$ cat src/shared/sup_pkg.sv
`default_nettype none
package sup_pkg;
  // Register offsets
  localparam logic [7:0] ADDR_OPER = 8'h01;
  localparam logic [7:0] ADDR_VIN_ON = 8'h35;
  localparam logic [7:0] ADDR_VIN_OFF = 8'h36;
  localparam logic [7:0] ADDR_OV = 8'h55;
  localparam logic [7:0] ADDR_PCFG = 8'hC4;
  localparam logic [7:0] ADDR_SSTO = 8'hC7;
  localparam logic [7:0] ADDR_GUARD = 8'hE6;
  localparam logic [7:0] ADDR_MODE = 8'hF4;
  localparam logic [7:0] ADDR_CAPT = 8'hFA;
  // Reset values
  localparam logic [15:0] RST_VIN_ON = 16'h0000;
  localparam logic [15:0] RST_VIN_OFF = 16'h0000;
  localparam logic [15:0] RST_OV = 16'hFFFF;
  localparam logic [15:0] RST_PCFG = 16'h0080;
  localparam logic [15:0] RST_SSTO = 16'h0258;
  localparam logic [15:0] RST_GUARD = 16'h0001;
  localparam logic [15:0] RST_MODE = 16'h0A07;
  // Field positions
  localparam int OPER_ON_BIT = 7;
  localparam int PCFG_UNDERVOLTAGE_LOCKOUT_MODE_BIT = 7;
  localparam int PCFG_SSTO_HICCUP_BIT = 13;
  localparam int GUARD_UNDERVOLTAGE_LOCKOUT_EN_BIT = 0;
  localparam int MODE_GOK_BIT = 0;
  localparam int MODE_OV_BIT = 1;
  localparam int MODE_NFO_BIT = 2;
  localparam int MODE_RETRY_LSB = 8;
  localparam int MODE_RETRY_W = 8;
  localparam int SSTO_W = 10;
  // Timing
  localparam int CLK_MHZ = 100;
  localparam int HOLD_NS = 50000;
  localparam int HOLD_CYC = HOLD_NS * CLK_MHZ / 1000;
  localparam int MS_NS = 1000000;
  localparam int MS_CYC = MS_NS / 1000 * CLK_MHZ;
  localparam logic [15:0] NFO_MS = 16'h00FA;
  localparam logic [15:0] SSTO_MAX_MS = 16'h0258;
  localparam logic [15:0] INSERT_MS = 16'h0010;
  // Pending fault vector
  localparam int P_GOK = 0;
  localparam int P_SHORT = 1;
  localparam int P_NFO = 2;
  localparam int P_OV = 3;
  localparam int P_SSTO = 4;
  localparam int P_PROV = 5;
  localparam int PEND_W = 6;
  // Fault-type levels, higher value wins
  localparam logic [2:0] CODE_NONE = 3'h0;
  localparam logic [2:0] CODE_GOK = 3'h1;
  localparam logic [2:0] CODE_SHORT = 3'h2;
  localparam logic [2:0] CODE_OVT = 3'h3;
  localparam logic [2:0] CODE_OCP = 3'h4;
  localparam logic [2:0] CODE_SCP = 3'h5;
  // Code display selection
  typedef enum logic [1:0] {SHOW_NONE, SHOW_PEND, SHOW_GOK} show_t;
  // Synchronised pin inputs
  localparam int I_AUX = 0;
  localparam int I_VR = 1;
  localparam int I_VF = 2;
  localparam int I_EN = 3;
  localparam int I_ON = 4;
  localparam int I_GOK = 5;
  localparam int I_SS = 6;
  localparam int I_AOV = 7;
  localparam int I_OVF = 8;
  localparam int I_V90 = 9;
  localparam int I_NFO = 10;
  localparam int I_OC = 11;
  localparam int SYN_W = 12;
endpackage : sup_pkg
`default_nettype wire

$ cat src/shared/sup_if.sv
`timescale 1ns/1ps
`default_nettype none
interface sup_if;
  import sup_pkg::*;
  logic [PEND_W-1:0] pend;
  show_t show;
  logic [2:0] code;
  logic restart;
  logic tick;
  logic [15:0] elapsed;
  modport ctl (output pend, show, restart, tick, input code, elapsed);
  modport enc (input pend, show, output code);
  modport tmr (input restart, tick, output elapsed);
endinterface : sup_if
`default_nettype wire

$ cat src/logic/fault_level_enc.sv
`timescale 1ns/1ps
`default_nettype none
module fault_level_enc import sup_pkg::*; (
  // Clock and reset
  input wire logic clock,
  input wire logic rst,
  // Fault side
  sup_if.enc f
);
  typedef struct packed {
    logic [2:0] code_r;
  } enc_t;
  enc_t q, d;
  logic [2:0] top;

  always_comb begin
    top = CODE_NONE;
    if (f.pend[P_OV]) begin
      top = CODE_OVT;
    end else if (f.pend[P_SHORT] || f.pend[P_NFO]) begin
      top = CODE_SHORT;
    end else if (|f.pend) begin
      top = CODE_GOK;
    end
    d = q;
    unique case (f.show)
      SHOW_NONE: d.code_r = CODE_NONE;
      SHOW_PEND: d.code_r = top;
      SHOW_GOK: d.code_r = CODE_GOK;
      default: d.code_r = CODE_NONE;
    endcase
  end

  always_ff @(posedge clock or posedge rst) begin
    if (rst) begin
      q <= '0;
    end else begin
      q <= d;
    end
  end

  assign f.code = q.code_r;
endmodule : fault_level_enc
`default_nettype wire

$ cat src/logic/ms_timer.sv
`timescale 1ns/1ps
`default_nettype none
module ms_timer import sup_pkg::*; (
  // Clock and reset
  input wire logic clock,
  input wire logic rst,
  // Control side
  sup_if.tmr t
);
  typedef struct packed {
    logic [15:0] cnt_r;
  } tmr_t;
  tmr_t q, d;

  always_comb begin
    d = q;
    if (t.restart) begin
      d.cnt_r = '0;
    end else if (t.tick && q.cnt_r != 16'hFFFF) begin
      d.cnt_r = q.cnt_r + 16'h0001;
    end
  end

  always_ff @(posedge clock or posedge rst) begin
    if (rst) begin
      q <= '0;
    end else begin
      q <= d;
    end
  end

  assign t.elapsed = q.cnt_r;
endmodule : ms_timer
`default_nettype wire

$ cat src/logic/hot_swap_fault_supervisor.sv
// Function
// - Programmable overvoltage pulls ON, fault, soft-start low
// - Absolute overvoltage turns off, shows overvoltage code
// - Latched overvoltage recovers only below falling level
// - Hiccup overvoltage retries after delay below level
// - Output above 90% during insertion flags short
// - Short shows code, stays off until cycle/command
// - Not-fully-on switch turns off after 250 ms
// - Not-fully-on shows short code then slave code
// - Latch-off waits for power cycle or command
// - Hiccup waits retry delay then restarts
// - Soft-start timer expiry below enhancement is fault
// - Timeout mode and duration programmable, 600 ms cap
// - Low shared line: slave code, delayed off
// - Shared-line fault mode set by response register
// - Fixed plus programmable input undervoltage lockout
// - Programmable lockout enable and mode bits
// - Start needs aux and input above rising levels
// - Shut down on aux or input falling levels
// - Undervoltage never latches, resumes automatically
// - Master of shared ON, soft-start, fault lines
// - Higher code level wins among pending faults
// - Fault line drops now, ON after hold (at once for programmable overvoltage or soft-start timeout), capture
`timescale 1ns/1ps
`default_nettype none
module hot_swap_fault_supervisor import sup_pkg::*; #(
  parameter int HOLD_CYCLES = HOLD_CYC,
  parameter int MS_CYCLES = MS_CYC
) (
  // Clock and reset
  input wire logic clock,
  input wire logic rst,
  // Register port
  input wire logic reg_wr,
  input wire logic reg_rd,
  input wire logic [7:0] reg_addr,
  input wire logic [15:0] reg_wdata,
  output logic [15:0] reg_rdata,
  // Input voltage sample
  input wire logic [15:0] vin_sample,
  // Comparator pins
  input wire logic aux_supply_ok,
  input wire logic vin_above_abs_rise,
  input wire logic vin_above_abs_fall,
  input wire logic enable_in,
  input wire logic vin_above_abs_ov,
  input wire logic vin_above_ov_fall,
  input wire logic vout_above_90pct,
  input wire logic ss_near_aux_low_gate,
  input wire logic oc_or_sc_event,
  input wire logic ss_above_enh,
  // ON pin
  input wire logic on_pin_in,
  output logic on_pin_out,
  output logic on_pin_oe_n,
  // Soft-start pin
  output logic ss_pin_out,
  output logic ss_pin_oe_n,
  // Shared fault line
  input wire logic shared_fault_line_in,
  output logic shared_fault_line_out,
  output logic shared_fault_line_oe_n,
  // Switch and fault type
  output logic switch_enable,
  output logic [2:0] fault_code_output
);
  typedef enum logic [2:0] {S_DOWN, S_START, S_RUN, S_HOLD, S_LATCH, S_WAIT, S_RETRY} st_t;

  typedef struct packed {
    logic [SYN_W-1:0] s1_r;
    logic [SYN_W-1:0] s2_r;
    st_t st_r;
    logic [PEND_W-1:0] pend_r;
    logic [15:0] vin_on_r;
    logic [15:0] vin_off_r;
    logic [15:0] ov_r;
    logic [15:0] pcfg_r;
    logic [15:0] ssto_r;
    logic [15:0] guard_r;
    logic [15:0] mode_r;
    logic [2:0] capt_r;
    logic [15:0] rdata_r;
    logic [31:0] pre_r;
    logic [31:0] hold_r;
    logic sw_r;
  } sup_t;

  sup_t q, d;
  sup_if f ();
  logic [SYN_W-1:0] pins;
  logic [PEND_W-1:0] hic;
  logic on_cmd, pwr_ok, pwr_fail, latched, clr_ok, tick;
  logic fault_now, drive_on, drive_ss, drive_fl;
  logic [PEND_W-1:0] det;
  logic [15:0] ss_lim;
  show_t show;

  fault_level_enc u_enc (
    .clock(clock),
    .rst(rst),
    .f(f.enc)
  );

  ms_timer u_tmr (
    .clock(clock),
    .rst(rst),
    .t(f.tmr)
  );

  assign pins = {oc_or_sc_event, ss_near_aux_low_gate, vout_above_90pct,
                 vin_above_ov_fall, vin_above_abs_ov, ss_above_enh,
                 shared_fault_line_in, on_pin_in, enable_in,
                 vin_above_abs_fall, vin_above_abs_rise, aux_supply_ok};

  always_comb begin
    d = q;
    d.s1_r = pins;
    d.s2_r = q.s1_r;
    tick = (q.pre_r == 32'(MS_CYCLES - 1));
    d.pre_r = tick ? 32'h00000000 : q.pre_r + 32'h00000001;
    on_cmd = reg_wr && reg_addr == ADDR_OPER && reg_wdata[OPER_ON_BIT];
    // Effective levels: both fixed and programmable must pass
    pwr_ok = q.s2_r[I_AUX] && q.s2_r[I_VR] && q.s2_r[I_EN]
             && (!q.guard_r[GUARD_UNDERVOLTAGE_LOCKOUT_EN_BIT] || vin_sample >= q.vin_on_r);
    pwr_fail = !q.s2_r[I_AUX] || !q.s2_r[I_VF] || !q.s2_r[I_EN]
               || (q.guard_r[GUARD_UNDERVOLTAGE_LOCKOUT_EN_BIT] && q.pcfg_r[PCFG_UNDERVOLTAGE_LOCKOUT_MODE_BIT]
                   && vin_sample < q.vin_off_r);
    // Per-fault restart mode
    hic = '0;
    hic[P_GOK] = q.mode_r[MODE_GOK_BIT];
    hic[P_OV] = q.mode_r[MODE_OV_BIT];
    hic[P_PROV] = q.mode_r[MODE_OV_BIT];
    hic[P_NFO] = q.mode_r[MODE_NFO_BIT];
    hic[P_SSTO] = q.pcfg_r[PCFG_SSTO_HICCUP_BIT];
    latched = |(q.pend_r & ~hic);
    clr_ok = !(q.pend_r[P_OV] && q.s2_r[I_OVF])
             && !(q.pend_r[P_PROV] && vin_sample > q.ov_r);
    ss_lim = {6'h00, q.ssto_r[SSTO_W-1:0]};
    if (ss_lim > SSTO_MAX_MS) begin
      ss_lim = SSTO_MAX_MS;
    end
    // Fault detection while the switch is active
    det = '0;
    if (q.st_r == S_START || q.st_r == S_RUN) begin
      det[P_PROV] = vin_sample > q.ov_r;
      det[P_OV] = q.s2_r[I_AOV];
      det[P_GOK] = !q.s2_r[I_GOK];
    end
    if (q.st_r == S_START) begin
      det[P_SHORT] = q.s2_r[I_V90] && f.elapsed < INSERT_MS;
      det[P_SSTO] = f.elapsed >= ss_lim && !q.s2_r[I_SS];
    end
    if (q.st_r == S_RUN) begin
      det[P_NFO] = f.elapsed >= NFO_MS;
    end
    fault_now = |det;
    f.restart = 1'b0;
    show = SHOW_NONE;
    d.hold_r = '0;
    unique case (q.st_r)
      S_DOWN: begin
        d.sw_r = 1'b0;
        d.pend_r = '0;
        // A falling-level failure must also be clear, or the switch would toggle
        if (pwr_ok && !pwr_fail && q.s2_r[I_ON]) begin
          d.st_r = S_START;
          f.restart = 1'b1;
          d.sw_r = 1'b1;
        end
      end
      S_START: begin
        if (fault_now) begin
          d.pend_r = q.pend_r | det;
          d.st_r = S_HOLD;
          d.sw_r = det[P_GOK] && !(|(det & ~(PEND_W'(1) << P_GOK)));
        end else if (q.s2_r[I_SS] && f.elapsed >= INSERT_MS) begin
          d.st_r = S_RUN;
          f.restart = 1'b1;
        end
      end
      S_RUN: begin
        f.restart = !(q.s2_r[I_NFO] && !q.s2_r[I_OC]);
        if (fault_now) begin
          d.pend_r = q.pend_r | det;
          d.st_r = S_HOLD;
          d.sw_r = det[P_GOK] && !(|(det & ~(PEND_W'(1) << P_GOK)));
        end
      end
      S_HOLD: begin
        show = SHOW_PEND;
        d.hold_r = q.hold_r + 32'h00000001;
        if (q.hold_r == 32'(HOLD_CYCLES - 1)) begin
          d.sw_r = 1'b0;
          d.capt_r = f.code;
          d.st_r = latched ? S_LATCH : S_WAIT;
        end
      end
      S_LATCH: begin
        show = SHOW_GOK;
        if (on_cmd && clr_ok) begin
          d.st_r = S_DOWN;
        end
      end
      S_WAIT: begin
        show = SHOW_GOK;
        f.restart = 1'b1;
        if (clr_ok) begin
          d.st_r = S_RETRY;
        end
      end
      S_RETRY: begin
        show = SHOW_GOK;
        if (f.elapsed >= 16'(q.mode_r[MODE_RETRY_LSB +: MODE_RETRY_W])) begin
          d.st_r = S_DOWN;
        end
      end
      default: d.st_r = S_DOWN;
    endcase
    if (pwr_fail && q.st_r != S_DOWN) begin
      d.st_r = S_DOWN;
      d.sw_r = 1'b0;
    end
    f.show = show;
    f.tick = tick;
    f.pend = q.pend_r;
    // Register writes
    if (reg_wr) begin
      unique case (reg_addr)
        ADDR_VIN_ON: d.vin_on_r = reg_wdata;
        ADDR_VIN_OFF: d.vin_off_r = reg_wdata;
        ADDR_OV: d.ov_r = reg_wdata;
        ADDR_PCFG: d.pcfg_r = reg_wdata;
        ADDR_SSTO: d.ssto_r = reg_wdata;
        ADDR_GUARD: d.guard_r = reg_wdata;
        ADDR_MODE: d.mode_r = reg_wdata;
        default: ;
      endcase
    end
    // Register reads
    if (reg_rd) begin
      unique case (reg_addr)
        ADDR_VIN_ON: d.rdata_r = q.vin_on_r;
        ADDR_VIN_OFF: d.rdata_r = q.vin_off_r;
        ADDR_OV: d.rdata_r = q.ov_r;
        ADDR_PCFG: d.rdata_r = q.pcfg_r;
        ADDR_SSTO: d.rdata_r = q.ssto_r;
        ADDR_GUARD: d.rdata_r = q.guard_r;
        ADDR_MODE: d.rdata_r = q.mode_r;
        ADDR_CAPT: d.rdata_r = {13'h0000, q.capt_r};
        default: d.rdata_r = 16'h0000;
      endcase
    end
  end

  always_ff @(posedge clock or posedge rst) begin
    if (rst) begin
      q <= '0;
      q.st_r <= S_DOWN;
      q.vin_on_r <= RST_VIN_ON;
      q.vin_off_r <= RST_VIN_OFF;
      q.ov_r <= RST_OV;
      q.pcfg_r <= RST_PCFG;
      q.ssto_r <= RST_SSTO;
      q.guard_r <= RST_GUARD;
      q.mode_r <= RST_MODE;
    end else begin
      q <= d;
    end
  end

  // Pin drive: ON low off-line and at once for immediate faults
  always_comb begin
    drive_fl = q.st_r == S_HOLD || q.st_r == S_LATCH || q.st_r == S_WAIT
               || q.st_r == S_RETRY;
    drive_ss = !(q.st_r == S_START || q.st_r == S_RUN);
    drive_on = q.st_r == S_LATCH || q.st_r == S_WAIT || q.st_r == S_RETRY
               || (q.st_r == S_DOWN && (!pwr_ok || pwr_fail))
               || (q.st_r == S_HOLD && (q.pend_r[P_PROV] || q.pend_r[P_SSTO]));
  end

  assign on_pin_out = 1'b0;
  assign on_pin_oe_n = !drive_on;
  assign ss_pin_out = 1'b0;
  assign ss_pin_oe_n = !drive_ss;
  assign shared_fault_line_out = 1'b0;
  assign shared_fault_line_oe_n = !drive_fl;
  assign switch_enable = q.sw_r;
  assign fault_code_output = f.code;
  assign reg_rdata = q.rdata_r;
endmodule : hot_swap_fault_supervisor
`default_nettype wire

$ cat config.mk
export PLATFORM = sky130hd
export DESIGN_NAME = hot_swap_fault_supervisor
export DESIGN_NICKNAME = d
export VERILOG_FILES = /design/src/shared/sup_pkg.sv /design/src/shared/sup_if.sv /design/src/logic/fault_level_enc.sv /design/src/logic/ms_timer.sv /design/src/logic/hot_swap_fault_supervisor.sv
export SDC_FILE = /design/constraint.sdc
export NUM_CORES = 1
export LEC_CHECK = 0
export ABC_AREA = 0
export BUFFER_PORTS_ARGS = -buffer_cell sky130_fd_sc_hd__buf_2
export CORE_UTILIZATION = 40
export DETAILED_ROUTE_END_ITERATION = 12
export PLACE_DENSITY = 0.67
export SLEW_MARGIN = 5
export SYNTH_ARGS = -nofsm -noshare
export SYNTH_HDL_FRONTEND = slang
export SYNTH_HIERARCHICAL = 1
export SYNTH_SLANG_ARGS = --single-unit
$ cat constraint.sdc
create_clock -name clock -period 7.25 [get_ports clock]
set_input_delay 0.725 -clock clock [delete_from_list [all_inputs] [get_ports clock]]
set_output_delay 0.725 -clock clock [all_outputs]
set_load 0.05 [all_outputs]
## Word-level counts from Yosys, hierarchy flattened

Index checks and enable logic that the tools add are counted.

| storage, ports and cells | value |
|---|---|
| register bits | 248 |
| bits of input ports | 56 |
| logic and storage cells | 175 |
| output and inout port bits | 26 |

| operators by class | value |
|---|---|
| reduce and logical (&&, ||, !) cells | 74 |
| $add $sub $neg | 3 |
| $lt $le $gt $ge | 9 |
| bitwise operators | 3 |
| equality and inequality tests | 30 |
| mux-type cells | 38 |

Operator list:

| operator | number |
|---|---|
| $pmux W16 S8 | 1 |
| $add A32 B1 Y32 const B | 2 |
| $mux W32 | 2 |
| $eq A8 B8 Y1 const B | 5 |
| $eq A32 B13 Y1 const B | 1 |
| $eq A32 B17 Y1 const B | 1 |
| $ge A16 B16 Y1 | 2 |
| $mux W16 | 2 |
| $mux W3 | 10 |
| $logic_and A1 B1 Y1 | 22 |
| $pmux W3 S7 | 1 |
| $ne A3 B3 Y1 const B | 6 |
| $pmux W6 S3 | 1 |
| $reduce_or A6 Y1 | 3 |
| $add A16 B1 Y16 const B | 1 |
| $eq A8 B6 Y1 const B | 2 |
| $ge A16 B5 Y1 const B | 1 |
| $ge A16 B8 Y1 | 1 |
| $ge A16 B8 Y1 const B | 1 |
| $gt A16 B16 Y1 | 1 |
| $lt A16 B16 Y1 | 1 |
| $lt A16 B5 Y1 const B | 1 |
| $ne A16 B16 Y1 const B | 1 |
| $reduce_and A2 Y1 | 8 |
| other kinds (33) | 80 |

## Depth between registers and ports, before layout

Gate-level depths: netlist (run 1).

| logic depth | value |
|---|---|
| depth after elaboration | 11 |
| depth in mapped cells | 17 |
| depth with buffers taken out | 16 |

## By module

Netlist (run 1), hierarchy kept.

Modules (own cells, without submodules):

| module | sequential area each (µm²) | cells an instance | times used | area an instance (µm²) |
|---|---|---|---|---|
| hot_swap_fault_supervisor | 5764.3 | 1108 | 1 | 11805.1 |
| ms_timer | 400.4 | 101 | 1 | 932.1 |
| fault_level_enc | 50.0 | 16 | 1 | 150.1 |

## Worst setup path after synthesis (run 1)

Ideal clock, no wire load.

| timing path | value |
|---|---|
| kind | register to register |
| start point | register q[116] (netlist name) |
| end point | register u_tmr.q (netlist bit u_tmr/t.elapsed[10]) |
| buffers on the path | 2 |
| arrival time | 3.254 ns |
| setup slack | 3.862 ns |
| stages on the path, launching flop included | 18 |
| path through | dfrtp_1 -> o311a_1 -> o21ai_0 -> nand2_1 -> nand2_1 -> nand2_1 -> ha_1 -> a211oi_2 -> o21ai_2 -> a2111oi_4 -> o21ai_2 -> nor3_1 -> and4_1 -> o21bai_1 -> o31ai_1 -> buf_4 -> dlygate4sd1_1 -> a21oi_1 |

| on the way | value |
|---|---|
| longest elaborated chain between the ends | 9 |
| elaborated cells on any way between the ends | 10 |

RTL lines:

| what | RTL line | text |
|---|---|---|
| from (decl) | hot_swap_fault_supervisor.sv:88 | `sup_t q, d;` |
| $gt A10 B10 Y1 | hot_swap_fault_supervisor.sv:139 | `if (ss_lim > SSTO_MAX_MS) begin` |
| $mux W10 (*) | hot_swap_fault_supervisor.sv:139 |  |
| $ge A16 B16 Y1 (*) | hot_swap_fault_supervisor.sv:151 | `det[P_SSTO] = f.elapsed >= ss_lim && !q.s2_r[I_SS];` |
| $logic_and A1 B1 Y1 (*) | hot_swap_fault_supervisor.sv:151 |  |
| $mux W1 (*) | hot_swap_fault_supervisor.sv:149 | `if (q.st_r == S_START) begin` |
| $reduce_or A6 Y1 (*) | hot_swap_fault_supervisor.sv:156 | `fault_now = \|det;` |
| $mux W1 (*) | hot_swap_fault_supervisor.sv:172 | `if (fault_now) begin` |
| $pmux W1 S4 (*) | hot_swap_fault_supervisor.sv:160 | `unique case (q.st_r)` |
| named net f.restart | sup_if.sv:8 | `logic restart;` |
| $mux W16 / $reduce_bool A2 Y1 (equally long branches) | - |  |
| to (signal assigned) | ms_timer.sv:26 | `q <= '0;` |
| to (signal assigned) | ms_timer.sv:28 | `q <= d;` |
| to (decl) | ms_timer.sv:13 | `tmr_t q, d;` |

The timed path passes the listed nets; every way through them passes the cells marked *.
A chain may end at the register's enable or synchronous reset.

## Final worst setup path (run 1)

| timing path | value |
|---|---|
| start point | register q[171] (netlist name) |
| end point | output port on_pin_oe_n |

| on the way | value |
|---|---|
| longest elaborated chain between the ends | 8 |

RTL lines:

| what | RTL line | text |
|---|---|---|
| $lt A16 B16 Y1 | hot_swap_fault_supervisor.sv:127 | `&& vin_sample < q.vin_off_r);` |
| $logic_and A1 B1 Y1 | hot_swap_fault_supervisor.sv:127 |  |
| $logic_or A1 B1 Y1 | hot_swap_fault_supervisor.sv:126 | `\|\| (q.guard_r[GUARD_UNDERVOLTAGE_LOCKOUT_EN_BIT] && q.pcfg_r[PCFG_UNDERVOLTAGE_LOCKOUT_MODE_BIT]` |
| $logic_or A1 B1 Y1 | hot_swap_fault_supervisor.sv:277 | `\|\| (q.st_r == S_DOWN && (!pwr_ok \|\| pwr_fail))` |
| $logic_and A1 B1 Y1 | hot_swap_fault_supervisor.sv:277 |  |
| $logic_or A1 B1 Y1 | hot_swap_fault_supervisor.sv:277 |  |
| $logic_or A1 B1 Y1 | hot_swap_fault_supervisor.sv:278 | `\|\| (q.st_r == S_HOLD && (q.pend_r[P_PROV] \|\| q.pend_r[P_SSTO]));` |
| $logic_not A1 Y1 | hot_swap_fault_supervisor.sv:282 | `assign on_pin_oe_n = !drive_on;` |
| to (decl) | hot_swap_fault_supervisor.sv:55 | `output logic on_pin_oe_n,` |

No other way between the ends.

==> results of run 1 <==
final cells by class:
cell class | instances | area (um^2)
clock inverters | 11 | 140
fillers | 2879 | 17000
flip-flops and latches | 247 | 6210
inverters | 98 | 375
well taps | 402 | 503
repair buffers | 90 | 483
clock buffers | 41 | 861
multi-input cells | 829 | 6060
worst reg2reg max path, delay by kind of cell, from the launching register on:
kind | cells | cell delay (ps)
mux | 1 | 260
buf+inv | 1 | 260
flops | 1 | 400
fa+ha+maj | 1 | 310
simple gates | 6 | 830
compound gates | 8 | 1540
placed cells by master (no fill, tap or decap), drive strengths merged, types with 42 or more instances in the layout:
| cell type | count |
|---|---|
| nor2 | 80 |
| nand3 | 50 |
| mux2 | 102 |
| inv | 97 |
| nand2 | 96 |
| dfrtp | 220 |
| a21oi | 48 |
| ha | 70 |
| buf | 90 |
| o21ai | 42 |
Yosys cell counts, drive strengths merged, types with 2 or more instances:
cell	count	area (um^2)
nor2b	11	68.8
nor3	25	141
a211o	3	26.3
and4	4	35.0
nand4	24	165
a21o	2	15.0
nand2b	12	77.6
and3	18	114
mux2i	2	20.0
dfstp	27	709
a22oi	24	180
buf	27	181
or4	10	80.1
nor4	28	213
a221oi	11	96.3
a22o	7	61.3
a211oi	10	80.1
o21a	3	22.5
o2111ai	3	26.3
clkbuf	25	105
o31ai	9	67.6
dfrtp	220	5510
mux2	102	1150
a21oi	48	240
nand3	50	255
o21ai	42	218
o22ai	17	106
inv	97	364
nand2	96	363
xor2	23	201
o41ai	4	50.1
nor2	80	300
or3	13	87.6
xnor2	33	289
conb	2	7.51
nor3b	3	27.5
a31oi	4	25.0
o211ai	5	37.5
and2	3	18.8
ha	70	876
a222oi	8	80.1
nor4b	4	35.0
where the power goes:
group / internal [mW] / switching, mW / leakage (nW) / total (mW)
clock network: 0.927 / 0.577 / 0.484 / 1.50
registers: 1.47 / 0.126 / 3.19 / 1.59
logic: 0.233 / 0.335 / 2.85 / 0.567
metal layers:
metal | wire (um) | share of wire, % | track usage, %
met5 | 0 | 0 | 0
met4 | 826 | 2.5 | 5.93
met3 | 1900 | 5.8 | 3.33
met2 | 14900 | 46 | 31.8
met1 | 14800 | 46 | 28.1
metrics by stage:
stage          total power [mW]  setup slack, ps  utilization, %  instances  instance area [um^2]
2_1_floorplan              2.00              293               -       1227                 12900
3_3_place_gp               2.16             3600            43.1       1666                 13600
3_5_place_dp               2.18             3550            43.1       1666                 13600
4_1_cts                    3.69             3420            46.3       1718                 14600
5_1_grt                    3.83             3220            46.3       1718                 14600
6_report                   3.66             3390            46.3       1718                 14600
how the worst max path moves through the flow:
stage / start / end / slack, ps
floorplan: rst / d[205] / 290
global placement: vin_sample[7] / on_pin_oe_n / 3600
detailed placement: vin_sample[7] / on_pin_oe_n / 3550
CTS: q[171] / on_pin_oe_n / 3420
global route: q[116] / u_tmr/t.elapsed[9] / 3220
finish: q[171] / on_pin_oe_n / 3390
registers in the layout, summed over array words and instances, names as in the netlist:
name,cells
d,12
f.pend,6
hic,4
q,190
reg_rdata,16
switch_enable,1
u_enc/f.code,2
u_tmr/t.elapsed,16
kinds of logic (layout without fill, tap and decap cells):
logic type                 count (synthesis)  after routing
buffers and inverters                    151            240
and+or+nand+nor                          384            384
muxes                                    104            104
adders and majority gates                 70             70
AOI/OAI and AO/OA                        211            211
other                                      2              4
DFF                                      247            247
xor gates and xnor gates                  56             56
==> metrics.txt, run 1 <==
Final Max Slew Viols 0; number of top-level pins 82; Rel. slew slack 19.8%; number of detailed-route iterations in the first pass 7; power density of the placed cells 250 nW/um^2; endpoint of the most critical register-to-register path u_tmr/t.elapsed[9]; Placement Rows 65; unrepaired setup endpoints after global routing no; Final Setup Violations 0; Max Cap Violations 0; share of synthesized area spent on multiplexers 9.07%; Post-CTS Repair Setup Buffers 0; critical path, cell by cell inv_1 -> ha_1 -> nand2_1 -> nor3_1 -> a21oi_1 -> o311ai_1 -> a21oi_1 -> nor2_1 -> o221a_2 -> buf_2; via count of the first global-routing pass 9652; setup total negative slack 0 ps; Die X 181 um; pin count of the biggest net entering global routing 85; proportion of layout cells with a drive suffix above 1 22.4%; routed len/inst 18.9 um; TritonCTS clock tree built; critical path fanouts, max 3; average footprint of a synthesized cell 10.5 um^2; startpoint of the worst-slack reg-to-reg timing path q[116]; Detail Route Antenna Nets 0; Worst R2R Path Depth 17; cell at the root of the clock tree clkbuf_16; via count 9713; peak supply drop 172 uV; clock latency of the later-clocked register in the worst-skew pair 540 ps; Crit Path Class reg -> out; cell with the largest stage delay on the worst path o311ai_1; top achievable clock speed 259 MHz; DR DRC count 0; diode count 0; proportion of synthesized chip area in sequential cells 48.2%; number of nets in the finished design 1420; path class of the lowest-slack min-delay path in -> async; buffers plus inverters on the worst setup path 2; CTS HTree Levels 1; run status complete, no violations; count of warnings emitted by yosys 6; share of synthesized flip-flops with an asynchronous set or reset 100%; count of cell types in the netlist 80; clock net sink count 247; maximum buffer depth of the clock tree 3; DRT iter0 DRCs 709; netlist area before placement 12900 um^2; delay of the slowest cell on the worst path 730 ps; compound-gate portion of the synthesized area 11.3%; final WL 32500 um; clock transition at the register clock pins on the worst setup and hold paths after CTS 60 ps; slack of the worst reg-to-reg path 3540 ps; Overflow after GRT 0; worst slew pin tran 1200 ps; global placement routability congestion 0.907; Stages on worst setup path 10; xor and xnor area share after synthesis 3.81%; # resized after CTS 0; antenna violations before repair 0; basic-gate share of the synthesized area counting and, or, nand and nor cells 15.6%; adder and majority cell fraction of the synthesized area 6.80%; placed wire-length estimate after detailed placement 22600 um; number of port buffers 77; CTS Buf Count 28; first-pass GRT wire length 52400 um; Hold-fix buffers, CTS 0; starting utilization of the core area 40.7%; share of the cycle needed by the critical path after routing 53.2%; overall die height 181 um; Total Die Area 32900 um^2; Core ar. 31600 um^2; Vias/cell 5.65; count of endpoints failing hold in the final timing report 0; largest family of logic cells by synthesized area simple AND/OR/NAND/NOR gates; CP delay by family, top compound AO/OA/AOI/OAI gates; synthesis-stage register bit count 247; data required time at the worst endpoint 6520 ps; clock skew after layout 15.9 ps; Top FF cell, synth dfrtp_1; CP dominant cell by count a21oi_1; synthesized netlist cell count 1225; leakage power summed over all cells 6.53 nW; type of destination of the critical path primary output; number of enable-type register cells in the synthesized netlist 0; Arr. time, crit path 3130 ps; final worst path period need 3860 ps; critical path startpoint category register; worst hold margin 106 ps; area delta synth->final 13.6%; gr usage total 20.0%
Note: power is estimated with default switching activity, not from simulation.
==> run 2: changes to the inputs <==
--- a/config.mk
+++ b/config.mk
@@ -9,7 +9,7 @@
 export BUFFER_PORTS_ARGS = -buffer_cell sky130_fd_sc_hd__buf_2
 export CORE_UTILIZATION = 40
 export DETAILED_ROUTE_END_ITERATION = 12
-export PLACE_DENSITY = 0.67
+export PLACE_DENSITY = 0.64
 export SLEW_MARGIN = 5
 export SYNTH_ARGS = -nofsm -noshare
 export SYNTH_HDL_FRONTEND = slang
==> constraint.sdc (replaced) <==
create_clock -name clock -period 4 [get_ports clock]
set_input_delay 0.4 -clock clock [delete_from_list [all_inputs] [get_ports clock]]
set_output_delay 0.4 -clock clock [all_outputs]
set_load 0.05 [all_outputs]
==> run 2 against run 1 <==
Compared with the run above: first-iteration DRC count grew 19%; highest routed layer unchanged; sequential cell count stayed put; register-to-register slack worse by 3200 ps; via count is 0.55% lower; non-clock buffer count is 19 higher; combinational power is 87% higher; largest cell class unchanged; power up 79%; sequential power rose by 81%; critical path depth grew 7.
==> metrics.txt, run 2 (same netlist as run 1, synthesis figures left out) <==
leakage power summed over all cells 6.59 nW (was 6.53 nW); clock latency of the later-clocked register in the worst-skew pair 540 ps (about the same); Placed Instance Area 13700 um^2 (was 13600 um^2); starting utilization of the core area 40.7% (unchanged); critical path fanouts, max 19 (was 3); Rel. slew slack 34.5% (was 19.8%); worst setup timing slack at the placement stage 340 ps (was 3550 ps); Placement Rows 65 (unchanged); overall die height 181 um (unchanged); Final Setup Violations 0 (unchanged); Total Die Area 32900 um^2 (unchanged); setup total negative slack 0 ps (unchanged); CP delay by family, top compound AO/OA/AOI/OAI gates (unchanged); critical path, cell by cell o311a_1 -> o21ai_0 -> nand2_1 -> nand2_1 -> nand2_1 -> ha_1 -> a211oi_2 -> o21ai_2 -> a2111oi_4 -> o21ai_2 -> nor3_1 -> and4_1 -> o21bai_1 -> o31ai_2 -> buf_4 -> nor2b_1 -> mux2_2 (was inv_1 -> ha_1 -> nand2_1 -> nor3_1 -> a21oi_1 -> o311ai_1 -> a21oi_1 -> nor2_1 -> o221a_2 -> buf_2); Die X 181 um (unchanged); proportion of layout cells with a drive suffix above 1 22.3% (was 22.4%); TritonCTS clock tree built (unchanged); number of detailed-route iterations in the first pass 5 (was 7); gr usage total 20.2% (was 20.0%); critical path startpoint category register (unchanged); leading cell type in the layout, fill and taps excluded dfrtp_1 (unchanged); first-pass GRT wire length 52600 um (was 52400 um); slack of the worst reg-to-reg path 340 ps (was 3540 ps); fill cell instance count of the final layout 2944 (was 2879); Arr. time, crit path 4070 ps (was 3130 ps); most frequent cells in the layout 220 x dfrtp_1, 101 x mux2_2, 96 x inv_1 (unchanged); Vias/cell 5.57 (was 5.65); number of nets in the finished design 1437 (was 1420); Detail Route Antenna Nets 0 (unchanged); CTS Buf Count 26 (was 28); number of top-level pins 82 (unchanged); Worst Setup Slack, final 339 ps (was 3390 ps); via count of the first global-routing pass 9487 (was 9652); placed wire-length estimate after detailed placement 22900 um (was 22600 um); antenna violations before repair 0 (unchanged); area delta synth->final 14.5% (was 13.6%); Max Cap Violations 0 (unchanged); routed len/inst 18.9 um (about the same); utilization after layout 46.6% (was 46.3%); post-route cell area 14800 um^2 (was 14600 um^2); global placement routability congestion 0.897 (was 0.907); pin count of the biggest net entering global routing 115 (was 85); share of the cycle needed by the critical path after routing 91.5%; type of destination of the critical path register (was primary output); Overflow after GRT 0 (unchanged); overall power of the completed layout 6.55 mW (was 3.66 mW); Core ar. 31600 um^2 (unchanged); cell at the root of the clock tree clkbuf_16 (unchanged); final worst path period need 3660 ps; data required time at the worst endpoint 4410 ps (was 6520 ps); path class of the lowest-slack min-delay path in -> reg (was in -> async); via count 9660 (was 9713); peak supply drop 331 uV (was 172 uV); number of port buffers 77 (unchanged); maximum buffer depth of the clock tree 3 (unchanged); final WL 32700 um (was 32500 um); DRT iter0 DRCs 842 (was 709); count of endpoints failing hold in the final timing report 0 (unchanged); clock skew after layout 17.5 ps (was 15.9 ps); Final Max Slew Viols 0 (unchanged); run status complete, no violations (unchanged); Crit Path Class reg -> reg (was reg -> out); top achievable clock speed 273 MHz; buffers plus inverters on the worst setup path 1 (was 2); clock transition at the register clock pins on the worst setup and hold paths after CTS 70 ps (was 60 ps); worst slew pin tran 981 ps (was 1200 ps); CP dominant cell by count nand2_1 (was a21oi_1); cell with the largest stage delay on the worst path dfrtp_1 (was o311ai_1); delay of the slowest cell on the worst path 400 ps (was 730 ps); power density of the placed cells 444 nW/um^2 (was 250 nW/um^2); clock net sink count 247 (unchanged); diode count 0 (unchanged); unrepaired setup endpoints after global routing no (unchanged); most flop-heavy register q (unchanged); Post-CTS Repair Setup Buffers 0 (unchanged); DR DRC count 0 (unchanged); CTS HTree Levels 1 (unchanged); Largest register FFs 190 (unchanged)
==> run 2: cell types whose count changed in the layout (fill, tap and decap cells not counted), sizes merged <==
cell,delta
bufinv,+1
clkinv,+3
buf,+6
dlygate4sd3,+13
clkinvlp,-2
clkbuf,-6
==> run 2: per-stage QoR <==
stage,std cells,hold WS (ps)
after floorplan,1227,141
after global placement,1672,303
after detailed placement,1672,311
after CTS,1733,148
after global routing,1733,180
final,1733,164
==> run 2: cell type report <==
| type | count | area [um^2] | share of cell area [%] |
|---|---|---|---|
| timing repair buffer | 109 | 683 | 4.63 |
| clock buffer | 35 | 756 | 5.12 |
| multi-input combinational | 829 | 6050 | 41.0 |
| inverter | 98 | 372 | 2.52 |
| clock inverter | 13 | 175 | 1.19 |
| tap | 402 | 503 | 3.41 |
| sequential | 247 | 6210 | 42.1 |
==> run 2: repair_timing <==
item                                   in CTS  in global routing
gates resized for setup                     0                  0
hold buffers                               13                  0
setup endpoints to repair                   0                  0
endpoints found under the hold margin      14                  0
==> run 2: worst min-delay path, cell delays in order <==
cell,delay (ps)
buf_2,150
nand2_1,60
o21ai_1,50
==> run 2: power by group <==
part           switching [mW]  internal, mW
combinational           0.625         0.439
clock                    1.02          1.59
sequential              0.219          2.66
==> run 2: layer usage <==
metal	vias up	wire, um	track usage, %
met5	-	0	0
li1	4554	-	-
met1	4812	15600	29.3
met3	44	1730	2.51
met2	250	14800	31.7
met4	0	599	5.19
==> run 2: worst paths after layout <==
kind,start,end,cells past startpoint
setup / recovery,q[116],u_tmr/t.elapsed[9],17
hold / removal,reg_wdata[11],q[175],3
setup reg to reg,q[116],u_tmr/t.elapsed[9],17
hold reg to reg,d[215],q[215],0
max in group asynchronous,rst,reg_rdata[15],4
min in group asynchronous,rst,u_enc/f.code[0],3
==> run 3: changes to the inputs <==
--- a/config.mk
+++ b/config.mk
@@ -9,6 +9,7 @@
 export BUFFER_PORTS_ARGS = -buffer_cell sky130_fd_sc_hd__buf_2
 export CORE_UTILIZATION = 40
 export DETAILED_ROUTE_END_ITERATION = 12
+export MAX_ROUTING_LAYER = met4
 export PLACE_DENSITY = 0.64
 export SLEW_MARGIN = 5
 export SYNTH_ARGS = -nofsm -noshare
==> run 3 against run 2 <==
Compared with the run above: via count is 0.91% higher; cell count increased by 0.29%; first-iteration DRC count is 18% lower; wire length down 0.53%; worst setup slack lost 69 ps; critical endpoint is now on_pin_oe_n; largest power group unchanged.
==> metrics.txt, run 3 (same netlist as run 1, synthesis figures left out) <==
maximum buffer depth of the clock tree 3 (unchanged); number of detailed-route iterations in the first pass 5 (unchanged); first-pass GRT wire length 52700 um (was 52600 um); most frequent cells in the layout 220 x dfrtp_1, 101 x mux2_2, 96 x inv_1 (unchanged); cell at the root of the clock tree clkbuf_16 (unchanged); via count of the first global-routing pass 9685 (was 9487); DR DRC count 0 (unchanged); most flop-heavy register q (unchanged); Placed Instance Area 13700 um^2 (about the same); leakage power summed over all cells 6.63 nW (was 6.59 nW); post-route cell area 14900 um^2 (was 14800 um^2); Pint 4.94 mW (was 4.68 mW); critical path, cell by cell inv_1 -> ha_1 -> nand2_1 -> o21ai_0 -> a21oi_1 -> o311ai_1 -> a21oi_1 -> nor2_1 -> o221a_2 -> buf_2 (was o311a_1 -> o21ai_0 -> nand2_1 -> nand2_1 -> nand2_1 -> ha_1 -> a211oi_2 -> o21ai_2 -> a2111oi_4 -> o21ai_2 -> nor3_1 -> and4_1 -> o21bai_1 -> o31ai_2 -> buf_4 -> nor2b_1 -> mux2_2); Die X 181 um (unchanged); Final Setup Violations 0 (unchanged); Detail Route Antenna Nets 0 (unchanged); Vias/cell 5.61 (was 5.57); diode count 0 (unchanged); via count 9748 (was 9660); Largest register FFs 190 (unchanged); Max Cap Violations 0 (unchanged); clock transition at the register clock pins on the worst setup and hold paths after CTS 60 ps (was 70 ps); count of endpoints failing hold in the final timing report 0 (unchanged); number of top-level pins 82 (unchanged); power share of the clock group 41.8% (was 39.8%); share of the cycle needed by the critical path after routing 93.2% (was 91.5%); Core ar. 31600 um^2 (unchanged); Placement Rows 65 (unchanged); share of total power in sequential cells 42.1% (was 43.9%); routed len/inst 18.7 um (was 18.9 um); Total Die Area 32900 um^2 (unchanged); pin count of the biggest net entering global routing 143 (was 115); final worst path period need 3730 ps (was 3660 ps); start point of the worst hold path reg_wdata[9] (was reg_wdata[11]); buffers plus inverters on the worst setup path 2 (was 1); clock net sink count 247 (unchanged); cell with the largest stage delay on the worst path o311ai_1 (was dfrtp_1); delay of the slowest cell on the worst path 710 ps (was 400 ps); clock latency of the later-clocked register in the worst-skew pair 550 ps (was 540 ps); clock skew after layout 22.1 ps (was 17.5 ps); critical path fanouts, max 3 (was 19); overall die height 181 um (unchanged); setup total negative slack 0 ps (unchanged); startpoint of the worst-slack reg-to-reg timing path q[116] (unchanged); proportion of layout cells with a drive suffix above 1 22.1% (was 22.3%); number of port buffers 77 (unchanged); CTS HTree Levels 1 (unchanged); TritonCTS clock tree built (unchanged); first element of the critical path q[166] (was q[116]); global placement routability congestion 0.922 (was 0.897); Rel. slew slack 32.9% (was 34.5%); CP delay by family, top compound AO/OA/AOI/OAI gates (unchanged); starting utilization of the core area 40.7% (unchanged); # resized after CTS 0 (unchanged); peak supply drop 316 uV (was 331 uV); placed wire-length estimate after detailed placement 22800 um (was 22900 um); power density of the placed cells 457 nW/um^2 (was 444 nW/um^2); number of nets in the finished design 1440 (was 1437); Arr. time, crit path 3330 ps (was 4070 ps); Final Max Slew Viols 0 (unchanged); run status complete, no violations (unchanged); worst slew pin tran 999 ps (was 981 ps); antenna violations before repair 0 (unchanged); data required time at the worst endpoint 3600 ps (was 4410 ps); path class of the lowest-slack min-delay path in -> reg (unchanged); top achievable clock speed 268 MHz (was 273 MHz); unrepaired setup endpoints after global routing no (unchanged); leading cell type in the layout, fill and taps excluded dfrtp_1 (unchanged); gr usage total 20.7% (was 20.2%); switching fraction of total power 27.4% (was 28.5%); CTS Buf Count 28 (was 26); Crit Path Class reg -> out (was reg -> reg); switching power 1.86 mW (was 1.87 mW); area delta synth->final 15.3% (was 14.5%); critical path startpoint category register (unchanged); final WL 32500 um (was 32700 um); DRT iter0 DRCs 692 (was 842); type of destination of the critical path primary output (was register); share of total power in combinational logic 16.1% (was 16.3%); Overflow after GRT 0 (unchanged); CP dominant cell by count a21oi_1 (was nand2_1)
## run 3: final cells by class
cell class	instances	area, um^2
fillers	2888	16800
flip-flops and latches	247	6210
multi-input cells	829	6050
clock buffers	42	805
repair buffers	110	691
well taps	402	503
inverters	98	372
clock inverters	10	228
## run 3: routing by layer
layer / up-vias / routed length [um] / track usage [%]
li1: 4570 / - / -
met3: 34 / 1740 / 2.97
met5: - / 0 / -
met2: 266 / 14900 / 31.7
met4: 0 / 449 / 3.97
met1: 4878 / 15400 / 29.2
## run 3: repair_timing
action / 4_1_cts / 5_1_grt
hold buffers: 13 / 0
buffers inserted: 0 / 0
endpoints found under the hold margin: 14 / 0
## run 3: through the flow
| stage | cells | power [mW] | utilization [%] | hold slack [ps] | setup WS, ps |
|---|---|---|---|---|---|
| 3_3_place_gp | 1673 | 3.94 | 43.3 | 310 | 445 |
| 3_5_place_dp | 1673 | 3.97 | 43.3 | 323 | 387 |
| 6_report | 1738 | 6.79 | 47.0 | 161 | 270 |
| 4_1_cts | 1738 | 6.85 | 47.0 | 141 | 328 |
| 2_1_floorplan | 1227 | 3.63 | - | 141 | 612 |
| 5_1_grt | 1738 | 7.12 | 47.0 | 159 | 98.1 |
## run 3: worst min-delay path, stage by stage
cell and delay, ps:
buf_2 150, nand2_1 60, o21ai_0 60
## run 3: path summary, 6_finish.rpt
path | slack, ps | cells after the start | end
setup / recovery | 270 | 10 | on_pin_oe_n
hold / removal | 160 | 3 | q[173]
setup reg to reg | 350 | 17 | u_tmr/t.elapsed[9]
hold reg to reg | 350 | 0 | q[215]
max in group asynchronous | 2620 | 4 | q[147]
min in group asynchronous | 320 | 3 | u_enc/f.code[0]
## run 3: power by group through the flow
stage	Sequential [mW]	Clock, mW	Combinational, mW
final	2.86	2.84	1.09
after global routing	2.89	3.01	1.22
after CTS	2.85	2.91	1.09
after detailed placement	2.90	0	1.07
after global placement	2.90	0	1.05
after floorplan	2.84	0	0.786
